--- src/hdl/strain_regs.svh ---
`ifndef STRAIN_REGS_SVH
`define STRAIN_REGS_SVH

// Register byte offsets on the Avalon-MM slave
`define OFS_CONFIG2          5'h00
`define OFS_CONFIG3          5'h04
`define OFS_CONTROL          5'h08
`define OFS_STATUS           5'h0c
`define OFS_IRQ_MASK         5'h10
`define OFS_RESULT           5'h14

// Configuration register 2 fields
`define CFG2_SINGLE_BIT      2
`define CFG2_IVL_LSB         4
`define CFG2_IVL_MSB         13
`define CFG2_AVG_LSB         16
`define CFG2_AVG_MSB         25
`define CFG2_WMASK           32'h03ff_3ff4

// Configuration register 3 fields
`define CFG3_BRIDGE_LSB      0
`define CFG3_BRIDGE_MSB      1
`define CONVERTER_TRIM_FACTOR_LSB 4
`define CONVERTER_TRIM_FACTOR_MSB 9
`define CFG3_STRETCH_LSB     12
`define CFG3_STRETCH_MSB     13
`define CFG3_WMASK           32'h0000_33f3

// Control, status and mask fields
`define CTRL_RUN_BIT         0
`define IRQ_DONE_BIT         0
`define IRQ_OVF_BIT          1
`define STAT_BUSY_BIT        8

// Reset values
`define RST_CONFIG2          32'h0008_0500
`define RST_CONFIG3          32'h0000_0101

// Bridge codes and discharge cycles per sample
`define BRIDGE_FULL          2'h1
`define BRIDGE_QUATTRO       2'h3
`define CPS_HALF             4'h2
`define CPS_FULL             4'h4
`define CPS_QUATTRO          4'h8

// Timing: clock period and interval steps in ns
`define CLK_PERIOD_NS        25
`define STEP_NORM_NS         2000
`define STEP_STR_NS          100000

// Extra gain compensation and dummy discharges per sequence
`define EXTRA_CYCLES         4

// Result limits
`define RESULT_MAX           24'h7fffff
`define RESULT_MIN           24'h800001

`endif

--- src/hdl/strain_pkg.sv ---
package strain_pkg;

  // Interval width shared by the top and the interval timer, averaging width used by the top
  localparam int unsigned IVL_W = 10;
  localparam int unsigned AVG_W = 10;

  // Sequencer states, Gray coded along the path
  typedef enum logic [1:0] {
    ST_IDLE   = 2'b00,
    ST_DISCH  = 2'b01,
    ST_WAIT   = 2'b11,
    ST_FINISH = 2'b10
  } seq_state_t;

  // Configuration frozen for one measurement sequence
  typedef struct packed {
    logic             stretched;
    logic             single;
    logic [3:0]       cps;
    logic [AVG_W-1:0] avg;
    logic [IVL_W-1:0] ivl;
  } seq_cfg_t;

endpackage : strain_pkg

--- src/hdl/cycle_interval_timer.sv ---
`timescale 1ns/100ps

module cycle_interval_timer #(
  parameter int unsigned PRESC_NORM = 80,
  parameter int unsigned PRESC_STR  = 4000,
  parameter int unsigned IVL_W      = 10
) (
  input  wire logic             clk_i,
  input  wire logic             rst_n_i,
  input  wire logic             load_i,
  input  wire logic             stretch_i,
  input  wire logic [IVL_W-1:0] interval_i,
  output logic                  expired_o
);

  localparam int unsigned PMAX = (PRESC_STR > PRESC_NORM) ? PRESC_STR
                                                          : PRESC_NORM;
  localparam int unsigned PW   = (PMAX > 1) ? $clog2(PMAX) : 1;

  if (PRESC_NORM < 1 || PRESC_STR < 1 || IVL_W < 1) begin : g_chk
    $error("Prescaler values and interval width must be at least one");
  end

  logic [PW-1:0]    presc_q;
  logic [IVL_W-1:0] left_q;

  // Step enable: one pulse per interval unit, restarted on load
  wire [PW-1:0] presc_top = stretch_i ? PW'(PRESC_STR - 1)
                                      : PW'(PRESC_NORM - 1);
  wire          tick      = (left_q != '0) && (presc_q == presc_top);

  // Expiry shows in the cycle of the last step, so intervals are exact
  assign expired_o = (left_q == '0) | ((left_q == IVL_W'(1)) & tick);

  // Prescaler and step counter
  always_ff @(posedge clk_i or negedge rst_n_i) begin
    if (!rst_n_i) begin
      presc_q <= '0;
      left_q  <= '0;
    end else if (load_i) begin
      presc_q <= '0;
      left_q  <= interval_i;
    end else if (left_q != '0) begin
      presc_q <= tick ? '0 : presc_q + 1'b1;
      left_q  <= tick ? left_q - 1'b1 : left_q;
    end
  end

endmodule : cycle_interval_timer

--- src/hdl/strain_cycle_timing_averaging.sv ---
// Chosen here: the register addresses and the Avalon-MM register port.
`timescale 1ns/100ps
`include "strain_regs.svh"

module strain_cycle_timing_averaging #(
  parameter int unsigned TIME_W = 18,
  parameter int unsigned ACC_W  = 32
) (
  input  wire logic        clk_i,
  input  wire logic        rst_n_i,
  input  wire logic [4:0]  avs_address_i,
  input  wire logic        avs_read_i,
  input  wire logic        avs_write_i,
  input  wire logic [31:0] avs_writedata_i,
  input  wire logic [3:0]  avs_byteenable_i,
  output logic [31:0]      avs_readdata_o,
  output logic             avs_waitrequest_o,
  input  wire logic        comp_i,
  output logic             discharge_o,
  output logic [2:0]       port_sel_o,
  output logic             calib_o,
  output logic             busy_o,
  output logic             irq_o
);

  localparam int unsigned IVL_W      = strain_pkg::IVL_W;
  localparam int unsigned AVG_W      = strain_pkg::AVG_W;
  localparam int unsigned PRESC_NORM = `STEP_NORM_NS / `CLK_PERIOD_NS;
  localparam int unsigned PRESC_STR  = `STEP_STR_NS / `CLK_PERIOD_NS;
  localparam int unsigned EXTRA      = `EXTRA_CYCLES;
  localparam logic [TIME_W-1:0]       TM_MAX = '1;
  localparam logic signed [ACC_W-1:0] RMAX   = ACC_W'(`RESULT_MAX);
  localparam logic signed [ACC_W-1:0] RMIN   = -RMAX;

  if (TIME_W < 17 || ACC_W < TIME_W + AVG_W + 4 || ACC_W > 64 ||
      EXTRA < 1 || EXTRA > 7) begin : g_chk
    $error("Time or accumulator width too small, or extra count invalid");
  end

  strain_pkg::seq_state_t st_q, st_d;
  strain_pkg::seq_cfg_t   seq_q, cfg_live;

  logic [31:0]       cfg2_q, cfg3_q, rdata_q, rmux;
  logic              wait_q, run_q, disch_q, busy_q, calib_q, irq_q;
  logic [1:0]        sts_q, mask_q;
  logic [23:0]       result_q;
  logic [2:0]        cyc_q, xcnt_q;
  logic [AVG_W-1:0]  smp_q;
  logic              extra_q;
  logic [TIME_W-1:0] tm_q;
  logic [ACC_W-1:0]  acc_q;
  logic              tmr_exp;

  // Bus request, acceptance and address decode
  wire        req      = avs_read_i | avs_write_i;
  wire        wr_acc   = avs_write_i & ~wait_q;
  wire        sel_cfg2 = avs_address_i == `OFS_CONFIG2;
  wire        sel_cfg3 = avs_address_i == `OFS_CONFIG3;
  wire        sel_ctrl = avs_address_i == `OFS_CONTROL;
  wire        sel_sts  = avs_address_i == `OFS_STATUS;
  wire        sel_mask = avs_address_i == `OFS_IRQ_MASK;
  wire        sel_res  = avs_address_i == `OFS_RESULT;
  wire [31:0] be_mask  = {{8{avs_byteenable_i[3]}}, {8{avs_byteenable_i[2]}},
                          {8{avs_byteenable_i[1]}}, {8{avs_byteenable_i[0]}}};
  wire [31:0] wbits    = avs_writedata_i & be_mask;

  // Read data selection; unmapped offsets read as zero
  always_comb begin
    rmux = 32'h0;
    if (sel_cfg2) begin
      rmux = cfg2_q;
    end else if (sel_cfg3) begin
      rmux = cfg3_q;
    end else if (sel_ctrl) begin
      rmux[`CTRL_RUN_BIT] = run_q;
    end else if (sel_sts) begin
      rmux[1:0] = sts_q;
      rmux[`STAT_BUSY_BIT] = busy_q;
    end else if (sel_mask) begin
      rmux[1:0] = mask_q;
    end else if (sel_res) begin
      rmux = {8'h00, result_q};
    end
  end

  // One wait cycle per transfer; read data caught before acceptance
  always_ff @(posedge clk_i or negedge rst_n_i) begin
    if (!rst_n_i) begin
      wait_q  <= 1'b1;
      rdata_q <= 32'h0;
    end else begin
      wait_q  <= ~(req & wait_q);
      rdata_q <= (req & wait_q) ? rmux : rdata_q;
    end
  end

  // Live configuration fields
  wire [1:0] bridge_sel  = cfg3_q[`CFG3_BRIDGE_MSB:`CFG3_BRIDGE_LSB];
  wire [1:0] stretch_sel = cfg3_q[`CFG3_STRETCH_MSB:`CFG3_STRETCH_LSB];
  assign cfg_live.stretched = stretch_sel != 2'h0;
  assign cfg_live.single    = cfg2_q[`CFG2_SINGLE_BIT];
  assign cfg_live.cps       = (bridge_sel == `BRIDGE_QUATTRO) ? `CPS_QUATTRO :
                              (bridge_sel == `BRIDGE_FULL)    ? `CPS_FULL
                                                              : `CPS_HALF;
  assign cfg_live.avg       = cfg2_q[`CFG2_AVG_MSB:`CFG2_AVG_LSB];
  assign cfg_live.ivl       = cfg2_q[`CFG2_IVL_MSB:`CFG2_IVL_LSB];

  // Sequencer decode
  wire in_idle   = st_q == strain_pkg::ST_IDLE;
  wire in_disch  = st_q == strain_pkg::ST_DISCH;
  wire in_wait   = st_q == strain_pkg::ST_WAIT;
  wire finish    = st_q == strain_pkg::ST_FINISH;
  wire start_seq = in_idle & run_q;
  wire tm_sat    = tm_q == TM_MAX;
  wire norm_to   = ~seq_q.stretched & tmr_exp;
  wire disch_end = in_disch & (comp_i | tm_sat | norm_to);
  wire ovf_evt   = in_disch & ~comp_i & (tm_sat | norm_to);
  wire step      = in_wait & tmr_exp;
  wire last_cyc  = cyc_q == 3'(seq_q.cps - 4'h1);
  wire [AVG_W-1:0] avg_last = (seq_q.avg == '0) ? '0 : seq_q.avg - 1'b1;
  wire last_smp  = smp_q == avg_last;
  wire last_meas = extra_q & (xcnt_q == 3'(EXTRA - 1));

  // Timer reload: at discharge start normally, at discharge end stretched
  wire tmr_load  = start_seq | (step & ~last_meas & ~seq_q.stretched) |
                   (disch_end & seq_q.stretched);

  // Interval timer; step of 2 us or 100 us from the frozen mode
  cycle_interval_timer #(
    .PRESC_NORM (PRESC_NORM),
    .PRESC_STR  (PRESC_STR),
    .IVL_W      (IVL_W)
  ) u_timer (
    .clk_i      (clk_i),
    .rst_n_i    (rst_n_i),
    .load_i     (tmr_load),
    .stretch_i  (seq_q.stretched),
    .interval_i (seq_q.ivl),
    .expired_o  (tmr_exp)
  );

  // Next state
  always_comb begin
    st_d = st_q;
    case (st_q)
      strain_pkg::ST_IDLE:   if (run_q) st_d = strain_pkg::ST_DISCH;
      strain_pkg::ST_DISCH:  if (disch_end) st_d = strain_pkg::ST_WAIT;
      strain_pkg::ST_WAIT: begin
        if (step) begin
          st_d = last_meas ? strain_pkg::ST_FINISH : strain_pkg::ST_DISCH;
        end
      end
      strain_pkg::ST_FINISH: st_d = strain_pkg::ST_IDLE;
      default:               st_d = strain_pkg::ST_IDLE;
    endcase
  end

  // Cycle, sample and extra measurement counters
  wire              samp_step = step & ~extra_q;
  wire [2:0]        cyc_d     = start_seq ? 3'h0 :
                                samp_step ? (last_cyc ? 3'h0 : cyc_q + 3'h1)
                                          : cyc_q;
  wire [AVG_W-1:0]  smp_d     = start_seq ? '0 :
                                (samp_step & last_cyc) ?
                                  (last_smp ? '0 : smp_q + 1'b1) : smp_q;
  wire              extra_d   = start_seq ? 1'b0 :
                                (samp_step & last_cyc & last_smp) ? 1'b1
                                                                  : extra_q;
  wire [2:0]        xcnt_d    = start_seq ? 3'h0 :
                                (step & extra_q) ? xcnt_q + 3'h1 : xcnt_q;

  // Discharge time, and signed sum of pair differences over the samples
  wire [TIME_W-1:0] tm_d      = in_disch ? (tm_sat ? tm_q : tm_q + 1'b1) : '0;
  wire [ACC_W-1:0]  tm_ext    = ACC_W'(tm_q);
  wire [ACC_W-1:0]  acc_d     = start_seq ? '0 :
                                (disch_end & ~extra_q) ?
                                  (cyc_q[0] ? acc_q - tm_ext : acc_q + tm_ext)
                                : acc_q;
  wire [23:0]       res_sat   = ($signed(acc_q) > RMAX) ? `RESULT_MAX :
                                ($signed(acc_q) < RMIN) ? `RESULT_MIN
                                                        : acc_q[23:0];

  // Register writes; hardware events win over a software clear
  wire [31:0] cfg2_d = (wr_acc & sel_cfg2) ?
                       ((cfg2_q & ~be_mask) | wbits) & `CFG2_WMASK : cfg2_q;
  wire [31:0] cfg3_d = (wr_acc & sel_cfg3) ?
                       ((cfg3_q & ~be_mask) | wbits) & `CFG3_WMASK : cfg3_q;
  wire [1:0]  mask_d = (wr_acc & sel_mask) ?
                       ((mask_q & ~be_mask[1:0]) | wbits[1:0]) : mask_q;
  wire [1:0]  w1c    = (wr_acc & sel_sts) ? wbits[1:0] : 2'h0;
  wire [1:0]  evt    = {ovf_evt, finish};
  wire [1:0]  sts_d  = (sts_q & ~w1c) | evt;
  wire        run_d  = (wr_acc & sel_ctrl & avs_byteenable_i[0]) ?
                       avs_writedata_i[`CTRL_RUN_BIT] :
                       (finish & seq_q.single) ? 1'b0 : run_q;

  // Software registers
  always_ff @(posedge clk_i or negedge rst_n_i) begin
    if (!rst_n_i) begin
      cfg2_q <= `RST_CONFIG2;
      cfg3_q <= `RST_CONFIG3;
      mask_q <= 2'h0;
      sts_q  <= 2'h0;
      run_q  <= 1'b0;
    end else begin
      cfg2_q <= cfg2_d;
      cfg3_q <= cfg3_d;
      mask_q <= mask_d;
      sts_q  <= sts_d;
      run_q  <= run_d;
    end
  end

  // Sequencer state and counters; configuration frozen while busy
  always_ff @(posedge clk_i or negedge rst_n_i) begin
    if (!rst_n_i) begin
      st_q    <= strain_pkg::ST_IDLE;
      seq_q   <= '0;
      cyc_q   <= 3'h0;
      smp_q   <= '0;
      extra_q <= 1'b0;
      xcnt_q  <= 3'h0;
      tm_q    <= '0;
      acc_q   <= '0;
    end else begin
      st_q    <= st_d;
      seq_q   <= in_idle ? cfg_live : seq_q;
      cyc_q   <= cyc_d;
      smp_q   <= smp_d;
      extra_q <= extra_d;
      xcnt_q  <= xcnt_d;
      tm_q    <= tm_d;
      acc_q   <= acc_d;
    end
  end

  // Result register and registered outputs
  always_ff @(posedge clk_i or negedge rst_n_i) begin
    if (!rst_n_i) begin
      result_q <= 24'h0;
      disch_q  <= 1'b0;
      busy_q   <= 1'b0;
      calib_q  <= 1'b0;
      irq_q    <= 1'b0;
    end else begin
      result_q <= finish ? res_sat : result_q;
      disch_q  <= st_d == strain_pkg::ST_DISCH;
      busy_q   <= st_d != strain_pkg::ST_IDLE;
      calib_q  <= extra_d;
      irq_q    <= |(sts_d & mask_d);
    end
  end

  assign avs_readdata_o    = rdata_q;
  assign avs_waitrequest_o = wait_q;
  assign discharge_o       = disch_q;
  assign port_sel_o        = cyc_q;
  assign calib_o           = calib_q;
  assign busy_o            = busy_q;
  assign irq_o             = irq_q;

  // Helper counters for the checks below
  logic [23:0] gap_q, rest_q;
  logic        gap_ok_q;
  logic [15:0] n_avg_q;
  logic [3:0]  n_x_q;
  wire         rise_w = (st_d == strain_pkg::ST_DISCH) & ~in_disch;

  always_ff @(posedge clk_i or negedge rst_n_i) begin
    if (!rst_n_i) begin
      gap_q    <= 24'h0;
      rest_q   <= 24'h0;
      gap_ok_q <= 1'b0;
      n_avg_q  <= 16'h0;
      n_x_q    <= 4'h0;
    end else begin
      gap_q    <= rise_w ? 24'h1 : gap_q + 24'h1;
      rest_q   <= disch_end ? 24'h1 : rest_q + 24'h1;
      gap_ok_q <= rise_w ? 1'b1 : (ovf_evt | in_idle) ? 1'b0 : gap_ok_q;
      n_avg_q  <= start_seq ? 16'h0 :
                  (disch_end & ~extra_q) ? n_avg_q + 16'h1 : n_avg_q;
      n_x_q    <= start_seq ? 4'h0 :
                  (disch_end & extra_q) ? n_x_q + 4'h1 : n_x_q;
    end
  end
endmodule : strain_cycle_timing_averaging

--- config.mk ---
export PLATFORM = sky130hd
export DESIGN_NAME = strain_cycle_timing_averaging
export DESIGN_NICKNAME = d
export VERILOG_FILES = /design/src/hdl/strain_pkg.sv /design/src/hdl/cycle_interval_timer.sv /design/src/hdl/strain_cycle_timing_averaging.sv
export VERILOG_INCLUDE_DIRS = /design/src /design/src/hdl
export SDC_FILE = /design/constraint.sdc
export NUM_CORES = 1
export LEC_CHECK = 0
export ABC_AREA = 1
export CELL_PAD_IN_SITES_DETAIL_PLACEMENT = 1
export CELL_PAD_IN_SITES_GLOBAL_PLACEMENT = 2
export CORE_AREA = 2 2 186 188
export CTS_CLUSTER_SIZE = 30
export DETAILED_ROUTE_END_ITERATION = 10
export DIE_AREA = 0 0 188 190
export DONT_BUFFER_PORTS = 1
export GPL_TIMING_DRIVEN = 0
export PLACE_DENSITY = 0.8
export SETUP_SLACK_MARGIN = 0.1
export SYNTH_ARGS = -nofsm -noshare
export SYNTH_HDL_FRONTEND = slang
export SYNTH_SLANG_ARGS = --single-unit
--- constraint.sdc ---
create_clock -name clk_i -period 4.1 [get_ports clk_i]
set_clock_uncertainty 0.1 [all_clocks]
set_input_delay 0.615 -clock clk_i [delete_from_list [all_inputs] [get_ports clk_i]]
set_output_delay 0.615 -clock clk_i [all_outputs]
set_load 0.01 [all_outputs]
==> results by group, run 1 <==
Routing
  – Vias: 11390
  – Post-DR wirelength/cell: 18.21 µm
  – Residual DRC: 0
  – Routed vias/inst: 5.222
  – First DRT Iteration DRCs: 506
  – ANT nets after route: 0
  – Detailed Routing Iterations Pass 1: 4
  – Routed WL: 39710 µm

Critical path
  – RR Startpoint: tm_q[0]
  – Flop-to-flop setup slack: 0.52 ns
  – R2r worst-path depth: 22
  – Startpoint types: register
  – Reg2reg end: acc_q[29]
  – Crit path capture: acc_q[29]
  – CP required: 4.41 ns
  – Worst Setup End Kind: register
  – Crit. Startpoint: tm_q[0]
  – CP Data Arrival Time: 3.89 ns
  – Crit-path max FO: 8
  – Setup CP Type: reg -> reg

Logic synthesis
  – YS warnings: 0
  – Register area share after synthesis: 40.81%
  – Yosys cell types: 55
  – Post-synth EDFFs: 0
  – Avg Cell Area, Syn: 7.529 µm²
  – Ys flop type: dfrtp_1
  – Synth Register Bits: 205
  – Ys async rst share: 100.0%
  – Synthesized area: 12590 µm²
  – Cells after synthesis: 1672

Placement
  – Final Wtd Congestion: 0.8613
  – Port Buffer Count: 0
  – DP Area: 13180 µm²
  – DP HPWL: 30480 µm

Flow run
  – Max_cap viols: 0

Power and ir drop
  – PD cells: 897.4 nW/µm²
  – Worst VDD drop: 326.8 µV
  – P_leak: 6.690 nW
  – Overall power: 12.69 mW

Clock network
  – H-tree depth: 1
  – Num Clock Sinks: 205
  – Max clock buf depth: 3
  – Worst-Skew Late Latency: 0.55 ns
  – CTS root buffer: clkbuf_16
  – CTS tree: built
  – Clock slew at reported path FFs: 0.06 ns
  – Num CTS Buffers: 26

Global route
  – Gr ovfl total: 0
  – Vias in the first global route: 11800
  – GRT Util Overall: 22.61%
  – Initial antenna violation count: 0
  – Largest net degree at the start of global routing: 206
  – First-pass GRT wire length: 64580 µm

Final layout
  – Fill cells: 4237
  – Most common cell after layout, fill and taps aside: nand2_1
  – Final Util: 41.66%
  – Layout area overhead: 12.34%
  – Nets: 1795
  – Final Cell Area: 14140 µm²
  – Commonest cells after routing, fill and taps aside: nand2_1, dfrtp_1, inv_1, nor2_1, nand3_1
  – Number of diodes: 0
  – Layout cells sized above 1: 8.691%

STA
  – Final setup viols: 0
  – WHS: -0.3437 ns
  – Slew Viols, Final: 0
  – Final min period: 3.578 ns
  – Fmax: 0.2795 GHz
  – Least-Margin Pin Slew: 0.9506 ns
  – Setup TNS: 0 ns
  – RSZ-0062 raised after global routing: yes
  – Final period util: 87.27%
  – Slew headroom: 36.39%
  – Final hold vios: 204

Run status
  – Status: complete, but fails checks
  – Failing checks: negative hold slack

Die
  – Starting Density: 37.08%
  – I/O pins: 86
  – DIE AREA: 35720 µm²
  – Die width: 188 µm
  – Die Span Y: 190 µm
  – Rows: 68
  – Core area: 33950 µm²

Min path
  – Hold crit path type: in -> async
==> synth_stat cells (16+ instances only) <==
cell | n | area share (%)
inv_1 | 178 | 5.3
xnor2_1 | 22 | 1.5
dfrtp_1 | 199 | 40
clkbuf_1 | 27 | 0.81
nand3_1 | 115 | 4.6
a21oi_1 | 106 | 4.2
o21ai_0 | 105 | 4.2
buf_2 | 16 | 0.64
nand2_1 | 379 | 11
nor2_1 | 180 | 5.4
nand4_1 | 59 | 2.9
ha_1 | 42 | 4.2
mux2_2 | 19 | 1.7
xor2_1 | 38 | 2.6
o21ai_1 | 21 | 0.83
nor3_1 | 27 | 1.1
==> area by class of cell <==
type                    count  area, µm²  share of cell area [%]
plain buffers              61      320.3                   2.265
clock buffers              38      755.7                   5.344
repair buffers              1      7.507                 0.05308
clock inverters            10      147.6                   1.044
flip-flops and latches    205       5139                   36.34
well taps                 455      569.3                   4.025
inverters                 186      705.7                   4.990
multi-input cells        1225       6497                   45.94
==> through the flow <==
step	worst slack, ns	hold WS (ns)	cells
after floorplan	0.8714	0.2194	1677
after global placement	0.1860	0.2239	2132
after detailed placement	0.09861	0.2249	2132
after CTS	0.1541	-0.3603	2180
after global routing	0.07904	-0.3565	2181
final	0.5220	-0.3437	2181
==> cell families after synthesis <==
group | share of synthesized area (%)
multiplexers | 1.779
buffers and inverters | 8.140
flip-flops | 40.81
AO/OA/AOI/OAI | 13.24
XOR/XNOR | 4.175
AND/OR/NAND/NOR | 27.49
adder cells (fa/ha/maj) | 4.334
other | 0.02979
==> where the power goes <==
part / internal [mW] / leakage [nW] / switching, mW
sequential: 2.56 / 2.60 / 0.557
combinational: 2.45 / 3.65 / 4.71
clock: 1.47 / 0.433 / 0.940
total: 6.48 / 6.69 / 6.21
==> worst min path at each step <==
stage,from,endpoint,slack (ns),depth (start not counted)
3_3_place_gp,rst_n_i,u_timer.left_q[9],0.22,0
2_1_floorplan,rst_n_i,asynchronous set/reset pin,0.22,0
3_5_place_dp,rst_n_i,u_timer.left_q[9],0.22,0
4_1_cts,rst_n_i,u_timer.presc_q[9],-0.36,0
6_report,rst_n_i,u_timer.presc_q[9],-0.34,0
5_1_grt,rst_n_i,u_timer.presc_q[9],-0.36,0
==> critical path, cell delays in order, from the launching register on <==
cell      delay, ns
dfrtp_2        0.45
inv_2          0.11
ha_1           0.15
inv_1          0.05
nor2_1         0.12
inv_1          0.07
nor2_1         0.14
nand2_1        0.10
inv_1          0.08
nand2_1        0.10
o31ai_4        0.31
nand2_4        0.15
xor2_1         0.19
ha_1           0.35
inv_1          0.06
o21bai_1       0.23
nor2_1         0.10
o21bai_1       0.22
a21oi_1        0.10
nand2_1        0.10
nand2_1        0.06
nand2_1        0.06
o21ai_1        0.05
==> per-layer routing <==
metal / wire length, µm / global-route usage, % / vias to the layer above
met5: 0 / 0 / -
met4: 664 / 4.512 / 0
met3: 1368 / 3.062 / 41
met2: 18430 / 37.84 / 146
met1: 19250 / 31.36 / 5583
li1: - / - / 5620
==> repair_timing <==
action | 4_1_cts | 5_1_grt
setup endpoints to repair | 2 | 17
pin swaps | 0 | 2
buffers inserted | 0 | 1
resized for setup | 1 | 19
endpoints found under the hold margin | 205 | 205
Note: power is estimated with default switching activity, not from simulation.
==> run 2, diff against run 1 <==
==> constraint.sdc (replaced) <==
create_clock -name clk_i -period 3.7 [get_ports clk_i]
set_clock_uncertainty 0.1 [all_clocks]
set_input_delay 0.555 -clock clk_i [delete_from_list [all_inputs] [get_ports clk_i]]
set_output_delay 0.555 -clock clk_i [all_outputs]
set_load 0.01 [all_outputs]
==> run 2 against run 1 <==
Compared with the run above: cell count rose by 0.87%; highest routed layer unchanged; die area did not move; sequential power rose by 11%; sequential share of layout area fell by 1.0 points; power rose by 17%; utilization rose by 1.2 points; register-to-register slack got worse by 0.20 ns; largest power group unchanged; the run still ends with negative hold slack left; final area rose by 2.9%; worst setup slack got worse by 0.20 ns; non-clock buffer count rose by 19; sequential cell count did not move.
==> results by group, run 2 (synthesis gave the netlist of run 1 again) <==
Run status
  – Status: complete, but fails checks
  – Failing checks: negative hold slack

STA
  – Least-Margin Pin Slew: 0.9838 ns (+0.03324 ns)
  – RSZ-0062 raised after global routing: no
  – Slew headroom: 34.17% (-2.2 points)
  – Final period util: 91.43% (+4.2 points)
  – Final min period: 3.383 ns (-0.1952 ns)
  – WHS: -0.4035 ns (-0.05974 ns)
  – Final setup viols: 0 (unchanged)
  – Fmax: 0.2956 GHz (+5.8%)
  – Final hold vios: 205 (+0.49%)
  – Slew Viols, Final: 0 (unchanged)

Die
  – I/O pins: 86 (unchanged)
  – Die Span Y: 190 µm (unchanged)
  – Rows: 68 (unchanged)
  – Core area: 33950 µm² (unchanged)
  – Die width: 188 µm (unchanged)
  – DIE AREA: 35720 µm² (unchanged)
  – Starting Density: 37.08% (unchanged)

Placement
  – DP Area: 13180 µm² (unchanged)
  – # placed instances: 2132 (unchanged)
  – Port Buffer Count: 0 (unchanged)
  – Final Wtd Congestion: 0.8613 (unchanged)
  – DP HPWL: 30480 µm (unchanged)

Routing
  – Routed WL: 40230 µm (+1.3%)
  – ANT nets after route: 0 (unchanged)
  – Detailed Routing Iterations Pass 1: 5 (+1)
  – Vias: 11440 (+0.44%)
  – Post-DR wirelength/cell: 18.29 µm (+0.42%)
  – Routed vias/inst: 5.200 (-0.43%)
  – Residual DRC: 0 (unchanged)
  – First DRT Iteration DRCs: 512 (+1.2%)

Clock network
  – CTS root buffer: clkbuf_16
  – CTS tree: built
  – Num Clock Sinks: 205 (unchanged)
  – Worst-Skew Late Latency: 0.55 ns (about the same)
  – Clock slew at reported path FFs: 0.06 ns (about the same)
  – Num CTS Buffers: 26 (unchanged)
  – H-tree depth: 1 (unchanged)
  – Max clock buf depth: 3 (unchanged)

Flow run
  – Max_cap viols: 0 (unchanged)

Final layout
  – Commonest cells after routing, fill and taps aside: nand2_1, dfrtp_1, inv_1
  – Layout cells sized above 1: 13.07% (+4.4 points)
  – Number of diodes: 0 (unchanged)
  – Final Util: 42.88% (+1.2 points)
  – Final Cell Area: 14560 µm² (+2.9%)
  – Layout area overhead: 15.62%
  – Nets: 1814 (+1.1%)
  – Fill cells: 4208 (-0.68%)
  – Layout Cells excl Fill: 2200 (+0.87%)
  – Most common cell after layout, fill and taps aside: nand2_1

Critical path
  – Setup CP Type: reg -> reg
  – CP Data Arrival Time: 3.69 ns (-0.20 ns)
  – CP required: 4.01 ns (-0.40 ns)
  – Crit-path max FO: 7 (-1)
  – Startpoint types: register
  – Worst Setup End Kind: register

Global route
  – Gr ovfl total: 0 (unchanged)
  – Vias in the first global route: 11820 (+0.14%)
  – Initial antenna violation count: 0 (unchanged)
  – Largest net degree at the start of global routing: 206 (unchanged)
  – First-pass GRT wire length: 64630 µm (about the same)
  – GRT Util Overall: 22.63% (about the same)

Power and ir drop
  – Worst VDD drop: 362.4 µV (+11%)
  – PD cells: 1016 nW/µm² (+13%)
  – P_leak: 6.808 nW (+1.8%)

Min path
  – Hold crit path type: in -> async
-- run 2: cell types whose count changed in the layout (fill, tap and decap cells not counted), moves of 4 or more --
cell	change
nand2_2	+12
ha_4	+5
ha_1	-8
nand2_1	-13
a21oi_1	-10
nor2_1	-10
a21oi_2	+10
nor2_2	+5
nor2_4	+5
inv_1	-4
buf_4	+18
-- run 2: final timing paths --
| path | from | endpoint | slack [ns] | cells after the start |
|---|---|---|---|---|
| max in group asynchronous | rst_n_i | acc_q[30] | 3.53 | 0 |
| min in group clk_i | avs_writedata_i[11] | register | 0.06 | 1 |
| setup reg to reg | tm_q[3] | acc_q[16] | 0.32 | 15 |
| hold / removal | rst_n_i | u_timer.presc_q[9] | -0.40 | 0 |
| setup / recovery | tm_q[3] | acc_q[16] | 0.32 | 15 |
| hold reg to reg | xcnt_q[1] | xcnt_q[1] | 0.39 | 2 |
-- run 2: cell type report --
cell class	instances	area (µm²)	share of cell area [%]
Clock buffer	38	755.7	5.192
Tap cell	455	569.3	3.911
Multi-Input combinational cell	1225	6751	46.39
Inverter	186	714.4	4.908
Clock inverter	10	147.6	1.014
Buffer	61	322.8	2.218
Timing Repair Buffer	20	153.9	1.057
Sequential cell	205	5140	35.31
-- run 2: where the power goes --
part / internal [mW] / leakage [nW] / switching [mW]
registers: 2.84 / 2.60 / 0.627
logic: 3.11 / 3.77 / 5.54
clock network: 1.63 / 0.433 / 1.04
-- run 2: worst max-delay path, stage by stage (launching register included) --
cell	delay [ns]
dfrtp_1	0.35
buf_2	0.19
nor2_4	0.12
nand4_1	0.16
nor2_2	0.17
nor2_1	0.06
xor2_1	0.13
inv_1	0.06
ha_1	0.33
a21oi_1	0.28
o21ai_0	0.14
a21oi_1	0.37
inv_1	0.13
a21oi_1	0.26
xor2_1	0.28
o22ai_1	0.11
-- run 2: through the flow --
stage | worst slack (ns) | total power, mW | TNS (ns)
final | 0.3172 | 14.79 | 0
after global routing | 0.08048 | 16.16 | 0
after global placement | -0.2140 | 11.15 | -1.701
after floorplan | 0.4714 | 9.123 | 0
after detailed placement | -0.3014 | 11.33 | -3.156
after CTS | 0.1003 | 14.13 | 0
-- run 2: timing repair --
item	in CTS	in global routing
endpoints found under the hold margin	205	205
buffers inserted	2	18
resized for setup	8	86
pin swaps	2	28
endpoints found under the setup margin	16	20
-- run 2: per-layer routing --
layer	global-route usage, %	wire length (µm)	vias up
li1	-	-	5651
met1	31.38	19470	5592
met2	37.87	18810	158
met3	3.062	1374	39
met4	4.512	569	0
met5	0	0	-
